[src/tm3_pkg.sv]
/*
 package for the timer 3 control block: register offsets, field
 positions, reset values, divider counts and the bus carrier types.
 assumes a byte-wide special-function register bus.
*/
package tm3_pkg;
   // register offsets on the special-function register bus
   localparam logic [7:0] TM3_CTRL_ADDR    = 8'h91;
   localparam logic [7:0] TM3_RELOAD_LO    = 8'h92;
   localparam logic [7:0] TM3_RELOAD_HI    = 8'h93;
   localparam logic [7:0] TM3_COUNT_LO     = 8'h94;
   localparam logic [7:0] TM3_COUNT_HI     = 8'h95;
   // control field positions
   localparam int         TM3_HI_FLAG_BIT  = 7;
   localparam int         TM3_LO_FLAG_BIT  = 6;
   localparam int         TM3_LO_IRQ_BIT   = 5;
   localparam int         TM3_CAPTURE_BIT  = 4;
   localparam int         TM3_SPLIT_BIT    = 3;
   localparam int         TM3_RUN_BIT      = 2;
   // reset values, byte maximum and unmapped read value
   localparam logic [7:0] TM3_CTRL_RESET   = 8'h00;
   localparam logic [7:0] TM3_BYTE_RESET   = 8'h00;
   localparam logic [7:0] TM3_BYTE_MAX     = 8'hff;
   localparam logic [7:0] TM3_UNMAPPED     = 8'h00;
   // divider counts
   localparam int         TM3_CORE_DIV     = 12;
   localparam int         TM3_OSC_DIV      = 8;
   localparam logic [3:0] TM3_CORE_DIV_END = 4'(TM3_CORE_DIV - 1);
   localparam logic [2:0] TM3_OSC_DIV_END  = 3'(TM3_OSC_DIV - 1);

   typedef enum logic [1:0] {
      TM3_XCLK_CORE_DIV = 2'h0,
      TM3_XCLK_OSC      = 2'h1,
      TM3_XCLK_RESERVED = 2'h2,
      TM3_XCLK_COMP     = 2'h3
   } tm3_xclk_t;

   typedef struct packed {
      logic      high_byte_overflow_flag;
      logic      low_byte_overflow_flag;
      logic      low_byte_irq_enable;
      logic      capture_mode_enable;
      logic      split_counter_mode;
      logic      counter_run;
      tm3_xclk_t ext_clock_select;
   } tm3_ctrl_t;

   typedef struct packed {
      logic       wr;
      logic       rd;
      logic [7:0] addr;
      logic [7:0] wdata;
   } tm3_sfr_req_t;
endpackage

[src/tm3_timer.sv]
/*
 timer 3: control register, 16-bit or split 8-bit auto-reload counter,
 capture mode, external count source selection and interrupt request.
 assumes the per-byte clock selects and the timer interrupt enable come
 from registers elsewhere; comparator and oscillator are raw pins.
*/
// Summary of operation
// - high flag set on upper byte wrap
// - high flag raises irq when enabled
// - flags cleared only by software writes
// - low flag set on lower byte wrap
// - low flag irq when low enable set
// - capture enable selects capture mode
// - split bit picks 16-bit or two 8-bit
// - run gates counter; split: upper only
// - code 00: core/12 clock, comparator trigger
// - code 01: oscillator/8 clock and trigger
// - code 11: comparator clock, oscillator/8 trigger
// - per-byte select: external or core clock
// - external sources synchronised before use
// - 16-bit wrap loads reload pair
// - split: each byte reloads its own byte
// - capture trigger: comparator on code 00, oscillator/8 on any other code
// - capture copies counter, sets high flag
`timescale 1ns/1ps
module tm3_timer
   import tm3_pkg::*;
(
   input  wire logic         clk,
   input  wire logic         reset,
   input  wire tm3_sfr_req_t sfr_req,
   output logic [7:0]        sfr_rdata,
   input  wire logic         upper_byte_clock_select,
   input  wire logic         lower_byte_clock_select,
   input  wire logic         timer_irq_enable,
   input  wire logic         comparator_in,
   input  wire logic         ext_osc_in,
   output logic              timer_irq
);

   tm3_ctrl_t  ctrl_ff;
   logic [7:0] cnt_lo_ff, cnt_hi_ff, rl_lo_ff, rl_hi_ff;
   logic [7:0] rdata_ff;
   logic       irq_ff;
   logic [3:0] div12_ff;
   logic [2:0] osc_div_ff;

   // pin synchronisers: three stages, change counts when 2 and 3 agree
   logic [1:0] pin_in;
   logic [1:0] s1_ff, s2_ff, s3_ff, stable_ff;
   logic [1:0] pin_rise;
   assign pin_in = {ext_osc_in, comparator_in};

   genvar g;
   generate
      for (g = 0; g < 2; g++) begin : g_sync
         always_ff @(posedge clk or posedge reset) begin
            if (reset) begin
               s1_ff[g]     <= 1'b0;
               s2_ff[g]     <= 1'b0;
               s3_ff[g]     <= 1'b0;
               stable_ff[g] <= 1'b0;
            end else begin
               s1_ff[g] <= pin_in[g];
               s2_ff[g] <= s1_ff[g];
               s3_ff[g] <= s2_ff[g];
               if (s2_ff[g] == s3_ff[g]) begin
                  stable_ff[g] <= s3_ff[g];
               end
            end
         end
         assign pin_rise[g] = s2_ff[g] & s3_ff[g] & ~stable_ff[g];
      end
   endgenerate

   logic comp_rise, osc_rise;
   assign comp_rise = pin_rise[0];
   assign osc_rise  = pin_rise[1];

   // core clock divided by twelve
   logic div12_tick;
   assign div12_tick = (div12_ff == TM3_CORE_DIV_END);
   always_ff @(posedge clk or posedge reset) begin
      if (reset) begin
         div12_ff <= 4'h0;
      end else if (div12_tick) begin
         div12_ff <= 4'h0;
      end else begin
         div12_ff <= div12_ff + 4'h1;
      end
   end

   // oscillator divided by eight
   logic osc8_tick;
   assign osc8_tick = osc_rise & (osc_div_ff == TM3_OSC_DIV_END);
   always_ff @(posedge clk or posedge reset) begin
      if (reset) begin
         osc_div_ff <= 3'h0;
      end else if (osc_rise) begin
         osc_div_ff <= osc_div_ff + 3'h1;
      end
   end

   // external clock and capture trigger selection
   logic ext_tick, cap_trig;
   always_comb begin
      case (ctrl_ff.ext_clock_select)
         TM3_XCLK_CORE_DIV: ext_tick = div12_tick;
         TM3_XCLK_OSC:      ext_tick = osc8_tick;
         TM3_XCLK_COMP:     ext_tick = comp_rise;
         TM3_XCLK_RESERVED: ext_tick = 1'b0;
         default:           ext_tick = 1'b0;
      endcase
   end
   // code 00 comparator edge, every other code oscillator/8
   assign cap_trig = ctrl_ff.capture_mode_enable &
      (ctrl_ff.ext_clock_select == TM3_XCLK_CORE_DIV ? comp_rise :
       osc8_tick);

   // per-byte count enable
   logic lo_tick, hi_tick;
   assign lo_tick = lower_byte_clock_select | ext_tick;
   assign hi_tick = upper_byte_clock_select | ext_tick;

   function automatic logic byte_full(input logic [7:0] b);
      byte_full = (b == TM3_BYTE_MAX);
   endfunction

   logic lo_inc, hi_inc, lo_wrap, hi_wrap;
   always_comb begin
      if (ctrl_ff.split_counter_mode) begin
         lo_inc = lo_tick;
         hi_inc = ctrl_ff.counter_run & hi_tick;
      end else begin
         lo_inc = ctrl_ff.counter_run & lo_tick;
         hi_inc = lo_inc & byte_full(cnt_lo_ff);
      end
   end
   assign lo_wrap = lo_inc & byte_full(cnt_lo_ff);
   assign hi_wrap = hi_inc & byte_full(cnt_hi_ff);

   logic wr_ctrl, wr_rl_lo, wr_rl_hi, wr_cnt_lo, wr_cnt_hi;
   assign wr_ctrl   = sfr_req.wr & (sfr_req.addr == TM3_CTRL_ADDR);
   assign wr_rl_lo  = sfr_req.wr & (sfr_req.addr == TM3_RELOAD_LO);
   assign wr_rl_hi  = sfr_req.wr & (sfr_req.addr == TM3_RELOAD_HI);
   assign wr_cnt_lo = sfr_req.wr & (sfr_req.addr == TM3_COUNT_LO);
   assign wr_cnt_hi = sfr_req.wr & (sfr_req.addr == TM3_COUNT_HI);

   // counter bytes: reload on wrap unless capturing
   logic reload_on;
   assign reload_on = ~ctrl_ff.capture_mode_enable;
   always_ff @(posedge clk or posedge reset) begin
      if (reset) begin
         cnt_lo_ff <= TM3_BYTE_RESET;
      end else if (wr_cnt_lo) begin
         cnt_lo_ff <= sfr_req.wdata;
      end else if (ctrl_ff.split_counter_mode & lo_wrap & reload_on) begin
         cnt_lo_ff <= rl_lo_ff;
      end else if (~ctrl_ff.split_counter_mode & hi_wrap & reload_on) begin
         cnt_lo_ff <= rl_lo_ff;
      end else if (lo_inc) begin
         cnt_lo_ff <= cnt_lo_ff + 8'h01;
      end
   end

   always_ff @(posedge clk or posedge reset) begin
      if (reset) begin
         cnt_hi_ff <= TM3_BYTE_RESET;
      end else if (wr_cnt_hi) begin
         cnt_hi_ff <= sfr_req.wdata;
      end else if (hi_wrap & reload_on) begin
         cnt_hi_ff <= rl_hi_ff;
      end else if (hi_inc) begin
         cnt_hi_ff <= cnt_hi_ff + 8'h01;
      end
   end

   // reload pair, overwritten by capture
   always_ff @(posedge clk or posedge reset) begin
      if (reset) begin
         rl_lo_ff <= TM3_BYTE_RESET;
         rl_hi_ff <= TM3_BYTE_RESET;
      end else if (cap_trig) begin
         rl_lo_ff <= cnt_lo_ff;
         rl_hi_ff <= cnt_hi_ff;
      end else begin
         if (wr_rl_lo) begin
            rl_lo_ff <= sfr_req.wdata;
         end
         if (wr_rl_hi) begin
            rl_hi_ff <= sfr_req.wdata;
         end
      end
   end

   // control register; hardware set wins over a software clear
   tm3_ctrl_t nxt_ctrl;
   always_comb begin
      nxt_ctrl = ctrl_ff;
      if (wr_ctrl) begin
         nxt_ctrl = tm3_ctrl_t'(sfr_req.wdata);
      end
      if (hi_wrap | cap_trig) begin
         nxt_ctrl.high_byte_overflow_flag = 1'b1;
      end
      if (lo_wrap) begin
         nxt_ctrl.low_byte_overflow_flag = 1'b1;
      end
   end

   always_ff @(posedge clk or posedge reset) begin
      if (reset) begin
         ctrl_ff <= tm3_ctrl_t'(TM3_CTRL_RESET);
      end else begin
         ctrl_ff <= nxt_ctrl;
      end
   end

   // interrupt request
   always_ff @(posedge clk or posedge reset) begin
      if (reset) begin
         irq_ff <= 1'b0;
      end else begin
         irq_ff <= timer_irq_enable & (ctrl_ff.high_byte_overflow_flag |
            (ctrl_ff.low_byte_irq_enable &
             ctrl_ff.low_byte_overflow_flag));
      end
   end
   assign timer_irq = irq_ff;

   // read data, one cycle after the read strobe
   always_ff @(posedge clk or posedge reset) begin
      if (reset) begin
         rdata_ff <= TM3_UNMAPPED;
      end else if (sfr_req.rd) begin
         case (sfr_req.addr)
            TM3_CTRL_ADDR: rdata_ff <= ctrl_ff;
            TM3_RELOAD_LO: rdata_ff <= rl_lo_ff;
            TM3_RELOAD_HI: rdata_ff <= rl_hi_ff;
            TM3_COUNT_LO:  rdata_ff <= cnt_lo_ff;
            TM3_COUNT_HI:  rdata_ff <= cnt_hi_ff;
            default:       rdata_ff <= TM3_UNMAPPED;
         endcase
      end
   end
   assign sfr_rdata = rdata_ff;

endmodule

[config.mk]
export PLATFORM = sky130hd
export DESIGN_NAME = tm3_timer
export DESIGN_NICKNAME = d
export VERILOG_FILES = /design/src/tm3_pkg.sv /design/src/tm3_timer.sv
export SDC_FILE = /design/constraint.sdc
export NUM_CORES = 1
export LEC_CHECK = 0
export CORE_ASPECT_RATIO = 2
export CORE_MARGIN = 3
export CORE_UTILIZATION = 35
export DETAILED_ROUTE_END_ITERATION = 7
export DONT_BUFFER_PORTS = 1
export GPL_ROUTABILITY_DRIVEN = 0
export PLACE_DENSITY_LB_ADDON = 0.2
export SYNTH_ARGS = -nofsm -noshare
export SYNTH_HDL_FRONTEND = slang
export SYNTH_SLANG_ARGS = --single-unit
export TNS_END_PERCENT = 5
[constraint.sdc]
create_clock -name clk -period 2.65 [get_ports clk]
set_input_delay 0.1325 -clock clk [delete_from_list [all_inputs] [get_ports clk]]
set_output_delay 0.1325 -clock clk [all_outputs]
set_load 0.01 [all_outputs]
---- After elaboration in Yosys (flattened, before gate mapping) ----
Cells that the tools add are included.
operators by class
  add/sub/neg operators ................... 4
  eq/ne operators ......................... 14
  muxes and demuxes ....................... 20
  bitwise operators ....................... 31
  reduce and logical (&&, ||, !) cells .... 7
operator list
  cell                                                              count
  8-bit 2-to-1 mux                                                  12
  8-bit == test (second input constant)                             7
  8-bit one-hot mux with 5 select lines                             1
  1-bit AND                                                         23
  8-bit by 1-bit adder with 8-bit output (second input constant)    2
  2-bit nonzero test                                                4
  1-bit 2-to-1 mux                                                  5
  4-bit by 1-bit adder with 4-bit output (second input constant)    1
  2-bit == test (second input constant)                             2
  4-bit == test (second input constant)                             1
  4-bit 2-to-1 mux                                                  1
  1-bit inverter                                                    4
  1-bit OR                                                          4
  1-bit one-hot mux with 4 select lines                             1
  4-bit nonzero test                                                1
  3-bit by 1-bit adder with 3-bit output (second input constant)    1
  3-bit == test (second input constant)                             1
  3-bit nonzero test                                                1
  1-bit == test                                                     2
  2-bit by 1-bit == test with 1-bit output (second input constant)  1
  2-bit zero test                                                   1
word-level totals
  register bits ........................... 64
  logic and storage cells ................. 99

---- Depth between registers and ports, before layout ----
Gate-level depths: netlist (run 1).
  depth in word-level cells ............... 14
  mapped depth ............................ 8

---- Worst setup path before layout (run 1) ----
Ideal clock, no wire load.
  path kind ............................... register -> register
  start ................................... register cnt_lo_ff[0]
  end ..................................... register cnt_lo_ff[5]
  arrival time ............................ 2.017 ns
  data required time ...................... 2.515 ns
  slack ................................... 0.498 ns
  cell stages (with the launch flop) ...... 9
  path buffers ............................ 1
  clock period less this slack ............ 2.152 ns
  cell sequence ........................... dfrtp_1 -> ha_1 -> nand2_1 -> or3_4 -> or3_1 -> buf_6 -> mux2_4 -> mux2i_1 -> o21ai_1
between the ends
  cells in the longest elaborated chain, start to end .. 9
RTL lines
  element                 line              text
  start, declared         tm3_timer.sv:42   logic [7:0] cnt_lo_ff, cnt_hi_ff, rl_lo_ff, rl_hi_ff;
  start signal, assigned  tm3_timer.sv:156  cnt_lo_ff <= sfr_req.wdata;
  start signal, assigned  tm3_timer.sv:158  cnt_lo_ff <= rl_lo_ff;
  start signal, assigned  tm3_timer.sv:160  cnt_lo_ff <= rl_lo_ff;
  8-bit == test           tm3_timer.sv:126  byte_full = (b == TM3_BYTE_MAX);
  1-bit AND               tm3_timer.sv:136  hi_inc = lo_inc & byte_full(cnt_lo_ff);
  1-bit 2-to-1 mux        tm3_timer.sv:131  if (ctrl_ff.split_counter_mode) begin
  1-bit AND               tm3_timer.sv:140  assign hi_wrap = hi_inc & byte_full(cnt_hi_ff);
  1-bit AND (2 in a row)  tm3_timer.sv:159  end else if (~ctrl_ff.split_counter_mode & hi_wrap & reload_on) begin
  8-bit 2-to-1 mux        tm3_timer.sv:159
  8-bit 2-to-1 mux        tm3_timer.sv:157  end else if (ctrl_ff.split_counter_mode & lo_wrap & reload_on) begin
  8-bit 2-to-1 mux        tm3_timer.sv:155  end else if (wr_cnt_lo) begin
Several ways; a longest one is shown, not always the timed one. The select of a mux whose other input is x is not followed.
A chain may end at the register's enable or synchronous reset.

---- Final worst setup path (run 1) ----
  start ................................... register cnt_lo_ff[1]
  end ..................................... register cnt_lo_ff[7]
Same word-level chain as after synthesis.

==> results of run 1 <==
==> flip-flops by register name, indices dropped and copies added (netlist names), 3 cells and up <==
register    cells
cnt_hi_ff       8
sfr_rdata       8
rl_hi_ff        8
cnt_lo_ff       8
div12_ff        4
rl_lo_ff        8
ctrl_ff         8
osc_div_ff      3
==> worst max-delay path by stage <==
stage                             from      endpoint  slack [ps]
after floorplan           cnt_lo_ff[0]  cnt_lo_ff[5]         500
after global placement    cnt_lo_ff[1]  cnt_lo_ff[7]         360
after detailed placement  cnt_lo_ff[1]  cnt_lo_ff[0]         280
after CTS                 cnt_lo_ff[1]  cnt_lo_ff[1]         270
after global routing      cnt_lo_ff[1]  cnt_lo_ff[5]          90
final                     cnt_lo_ff[1]  cnt_lo_ff[7]         260
==> critical path: cells and delay by family (launching register included) <==
kind,cells,cell delay (ps)
fa+ha+maj,1,260
flops,1,430
compound gates,2,230
simple gates,4,1350
==> layout by cell type, fill, tap and decap left out, types with 4 or more instances in the layout <==
cell type       n
clkbuf_16       9
o31ai_1         5
a21oi_1        37
mux2i_1        33
nand2_1        29
nor2_1         49
xnor2_1         8
ha_1            7
or3_1           4
nand3_1        10
mux2_2         10
and3_1          4
nor3_1          4
nand2b_1        6
a221oi_1        8
o2bb2ai_1       4
buf_4          16
dlygate4sd3_1  13
o21ai_0         5
dfrtp_1        64
==> layout make-up <==
| type | count | area share, % |
|---|---|---|
| Timing Repair Buffer | 30 | 6.47 |
| Clock inverter | 3 | 0.359 |
| Multi-Input combinational cell | 275 | 44.1 |
| Sequential cell | 64 | 38.3 |
| Inverter | 4 | 0.359 |
| Tap cell | 132 | 3.95 |
| Clock buffer | 13 | 6.47 |
==> stage by stage <==
step | util, % | hold WS (ps) | instances | setup WS [ps] | total power [mW]
3_3_place_gp | 38.5 | 164 | 492 | 363 | 1.66
3_5_place_dp | 38.5 | 164 | 492 | 284 | 1.68
4_1_cts | 42.8 | 3.66 | 521 | 266 | 2.85
5_1_grt | 42.8 | 18.6 | 521 | 90.5 | 2.97
6_report | 42.8 | 10.0 | 521 | 262 | 2.82
2_1_floorplan | - | 164 | 359 | 498 | 1.55
==> power groups by stage <==
stage | Clock (mW) | Sequential (mW) | Combinational, mW
floorplan | 0 | 1.24 | 0.310
global placement | 0 | 1.28 | 0.385
detailed placement | 0 | 1.28 | 0.404
CTS | 1.16 | 1.26 | 0.428
global route | 1.20 | 1.29 | 0.482
finish | 1.13 | 1.27 | 0.423
==> timing repair <==
item                      4_1_cts  5_1_grt
setup buffers                   0        0
hold buffers                   13        0
hold endpoints to repair       64        0
==> routing by layer <==
| metal | global-route usage [%] | up-vias | routed length [um] |
|---|---|---|---|
| met5 | 0 | - | 0 |
| met2 | 35.3 | 59 | 5690 |
| met3 | 4.00 | 18 | 296 |
| met4 | 8.29 | 0 | 289 |
| li1 | - | 1356 | - |
| met1 | 19.8 | 1394 | 3780 |
==> cell families after synthesis <==
logic type	after synthesis	synth area share [%]
buffers and inverters	20	2.55
muxes	46	13.8
adders and majority gates	7	2.48
DFF	64	45.3
xor gates and xnor gates	10	2.48
and+or+nand+nor	130	18.2
AOI/OAI and AO/OA	82	15.2
==> impl_metrics.csv, run 1 <==
group,metric,value,unit
synth,yosysTopAreaCell,"dfrtp_1",
status,status,"finished, final reports clean",
finish,nets,416,
route,drt-total-wl,10100,um
worst_setup_path,cp.arrival,2600,ps
worst_hold_path,holdCritStartpoint,"sfr_req[2]",
synth,synth-edff-count,0,
clocking,max-clock-path-buffers,2,
global_routing,grt_pass1_vias,3008,
worst_hold_path,whs_path_depth,2,
finish,fill_cells,936,
synth,synth.top_cells.by_count,"dfrtp_1 (64), nor2_1 (49), a21oi_1 (37)",
worst_hold_path,whs_endpoint,"rl_hi_ff[2]",
route,firstDrtPassIters,4,
run,drv_cap,0,
global_routing,globalRoute.totalOverflow,0,
worst_setup_path,setup.worst_path.end_class,"flip-flop",
synth,syn_inst,359,
finish,diodes,0,
finish,multi_input_area,0.00184,mm2
global_routing,grt_usage,18.8,%
finish,final_cell_area,0.00418,mm2
worst_setup_path,crit_path_start_kind,"flip-flop",
floorplanning,pin_count,34,
synth,yosys_warnings,0,
clocking,cts_resized,0,
worst_setup_path,r2r_end,"cnt_lo_ff[7]",
timing,skew,4.25,ps
worst_setup_path,r2r_start,"cnt_lo_ff[1]",
timing,layout_worst_path_cycle_share,90.1,%
synth,synthesis.area,0.00353,mm2
clocking,tritoncts,"yes",
finish,drive_gt1_share,14.4,%
timing,setup-tns-final,0,ps
clocking,clock_latency,330,ps
worst_setup_path,required,2860,ps
worst_setup_path,slowest_delay,560,ps
power_and_ir_drop,p_sw_share,27.4,%
route,avgViaCountPerCell,5.43,
place,io_buffers,0,
power_and_ir_drop,p_int,2.05,mW
worst_setup_path,crit_chain,"ha_1, nand2_1, or3_4, or3_1, or2_2, a21oi_1, o31ai_1",
worst_setup_path,rr_worst_depth,7,
timing,setup_viol,0,
timing,rsz0062_at_grt,"no",
floorplanning,die_w,77.0,um
finish,syn_to_final_growth,18.3,%
global_routing,grt_max_degree,35,
power_and_ir_drop,ir_worst_vdd,482,uV
synth,synth_area_leaders,"dfrtp_1 (45%), mux2i_1 (9.4%), a21oi_1 (5.2%)",
route,final_antenna_net_count,0,
place,dpl_cell_area,0.00376,mm2
worst_setup_path,cp_max_fo,8,
synth,yosysTopAreaCellShare,45.3,%
route,drc,0,
floorplanning,coreArea,0.00976,mm2
synth,synth_cell_type_count,55,
timing,relSlewSlack,53.0,%
global_routing,antenna_found_initial,0,
global_routing,grt_pass1_wl,16400,um
synth,async_flop_share,100,%
synth,synth-seq-cells,64,
worst_setup_path,crit_slowest_cell,"or3_1",
route,drt_iter0_markers,149,
floorplanning,rows,51,
power_and_ir_drop,p_leak,1.87,nW
synth,yosysMostFrequentCell,"dfrtp_1",
finish,final-seq-area,0.00160,mm2
timing,max_freq,419,MHz
timing,min_period,2390,ps
clocking,root_buffer,"clkbuf_16",
worst_hold_path,hold_path.class,"primary input to flip-flop",
synth,syn_nets,391,
power_and_ir_drop,pwr-share-clk,40.1,%
synth,ys_seq_area_share,45.3,%
worst_setup_path,path_class,"flip-flop to flip-flop",
synth,syn_avg_cell_area,9.84,um2
place,place_hpwl,7280,um
power_and_ir_drop,seqPwrFrac,44.9,%
route,vias,2827,
timing,max_slew.worst_pin.slew,704,ps
timing,finalHoldViolCount,0,
worst_setup_path,rrSetupSlack,260,ps
route,routedWlPerCell,19.3,um
floorplanning,die_y,148,um
clocking,clkTransAtPathRegs,50,ps
clocking,cts-htree-levels,3,
clocking,cts_sinks,64,
power_and_ir_drop,switchingPower,0.774,mW
floorplanning,start_util,36.2,%
floorplanning,fp.dieArea,0.0114,mm2
clocking,cts_buffers,9,
timing,slew_viol_final,0,
synth,synth_flop_cell,"dfrtp_1",
power_and_ir_drop,combinationalPowerShare,15.0,%
power_and_ir_drop,p_per_area,676,mW/mm2
Power figures use the tool's default switching activity.
==> inputs of run 2 (changes only) <==
==> constraint.sdc (replaced) <==
create_clock -name clk -period 2.65 [get_ports clk]
set_input_delay 0.265 -clock clk [delete_from_list [all_inputs] [get_ports clk]]
set_output_delay 0.265 -clock clk [all_outputs]
set_load 0.01 [all_outputs]
==> run 2 against run 1 <==
- first-iteration DRC count rose by 42%
- cell count fell by 1.7%
- sequential share of layout area rose by 0.63 points
- critical endpoint unchanged
==> impl_metrics.csv, run 2 (synthesis gave the netlist of run 1 again) <==
group,metric,value,unit
status,status,"finished, final reports clean",
global_routing,grt_usage,18.1,%
clocking,tritoncts,"yes",
route,dr_wl_met2,5650,um
finish,final_cell_mix,"dfrtp_1 (64), nor2_1 (49), a21oi_1 (37)",
run,drv_cap,0,
worst_hold_path,hold_path.class,"primary input to flip-flop",
route,wl_met3,291,um
timing,slew_viol_final,0,
floorplanning,fp.dieArea,0.0114,mm2
place,place_ws,287,ps
clocking,cts-htree-levels,3,
route,vias,2788,
power_and_ir_drop,power.total,2.90,mW
route,met1_length,3650,um
global_routing,grt_pass1_vias,2902,
finish,syn_to_final_growth,16.4,%
finish,final_cell_area,0.00411,mm2
clocking,max-clock-path-buffers,2,
timing,setup_ws,290,ps
clocking,cts_sinks,64,
route,top_layer,"met4",
timing,skew,6.50,ps
global_routing,antenna_found_initial,0,
worst_setup_path,crit_family,"simple AND/OR/NAND/NOR gates",
worst_setup_path,path_buf_inv,0,
place,io_buffers,0,
floorplanning,die_w,77.0,um
timing,rsz0062_at_grt,"no",
timing,whs,7.60,ps
route,drc,0,
place,place_hpwl,7280,um
worst_setup_path,path_class,"flip-flop to flip-flop",
floorplanning,start_util,36.2,%
worst_setup_path,setup.worst_path.end_class,"flip-flop",
floorplanning,pin_count,34,
route,drt-total-wl,9790,um
power_and_ir_drop,p_leak,1.83,nW
global_routing,globalRoute.totalOverflow,0,
timing,setup-tns-final,0,ps
global_routing,grt_max_degree,34,
worst_setup_path,required,2870,ps
worst_setup_path,cp.arrival,2580,ps
timing,min_period,2360,ps
floorplanning,die_y,148,um
timing,finalHoldViolCount,0,
route,drt_iter0_markers,211,
worst_setup_path,slowest_delay,540,ps
floorplanning,coreArea,0.00976,mm2
clocking,clkTransAtPathRegs,60,ps
clocking,clock_latency,340,ps
route,routedWlPerCell,19.1,um
place,dpl_cell_area,0.00376,mm2
global_routing,grt_pass1_wl,15700,um
clocking,postCtsSetupRepairBufs,0,
finish,final_common_cell,"dfrtp_1",
clocking,root_buffer,"clkbuf_16",
worst_setup_path,crit_slowest_cell,"or3_1",
worst_setup_path,crit_chain,"ha_1, nand2_1, or3_4, or3_1, or2_2, a21oi_1, o31ai_1",
clocking,cts_hold_buf,4,
worst_setup_path,cp_max_fo,8,
finish,drive_gt1_share,15.0,%
timing,setup_viol,0,
route,avgViaCountPerCell,5.45,
timing,layout_worst_path_cycle_share,89.1,%
floorplanning,rows,51,
clocking,cts_resized,0,
power_and_ir_drop,ir_worst_vdd,477,uV
timing,max_freq,424,MHz
route,final_antenna_net_count,0,
timing,relSlewSlack,50.5,%
finish,nets,407,
worst_setup_path,crit_path_start_kind,"flip-flop",
clocking,cts_buffers,9,
finish,diodes,0,
power_and_ir_drop,p_per_area,705,mW/mm2
timing,max_slew.worst_pin.slew,742,ps
route,firstDrtPassIters,4,
run 2: through the flow:
stage / instances / util (%)
2_1_floorplan: 359 / -
5_1_grt: 512 / 42.1
3_3_place_gp: 492 / 38.5
3_5_place_dp: 492 / 38.5
4_1_cts: 512 / 42.1
6_report: 512 / 42.1
run 2: final timing paths:
| check | startpoint | to | slack, ps | depth (start not counted) |
|---|---|---|---|---|
| max in group asynchronous | reset | rl_lo_ff[3] | 1510 | 3 |
| min in group asynchronous | reset | timer_irq | 500 | 2 |
| max | cnt_lo_ff[1] | cnt_lo_ff[7] | 290 | 7 |
| min | sfr_req[16] | sfr_rdata[4] | 8 | 1 |
| max reg2reg | cnt_lo_ff[1] | cnt_lo_ff[7] | 290 | 7 |
| min reg2reg | s1_ff[0] | s2_ff[0] | 340 | 0 |
run 2: final cells by class:
type,count,area (um2)
Sequential cell,64,1600
Inverter,4,15.0
Tap cell,132,165
Fill cell,947,5650
Timing Repair Buffer,21,180
Clock buffer,10,239
Clock inverter,6,68.8
Multi-Input combinational cell,275,1840
run 2: routing by layer:
layer  track usage, %  up-vias
met5                0        -
met4             7.31        0
met1             18.6     1384
met2             34.7       51
li1                 -     1341
met3             3.94       12
run 2: report_power, final:
| part | internal (mW) | switching, mW |
|---|---|---|
| logic | 0.216 | 0.188 |
| registers | 1.12 | 0.146 |
| clock network | 0.755 | 0.473 |
run 2: worst register-to-register path: stages, from the launching register on:
cell and delay (ps):
dfrtp_1 430, ha_1 260, nand2_1 90, or3_4 350
or3_1 540, or2_2 340, a21oi_1 140, o31ai_1 90
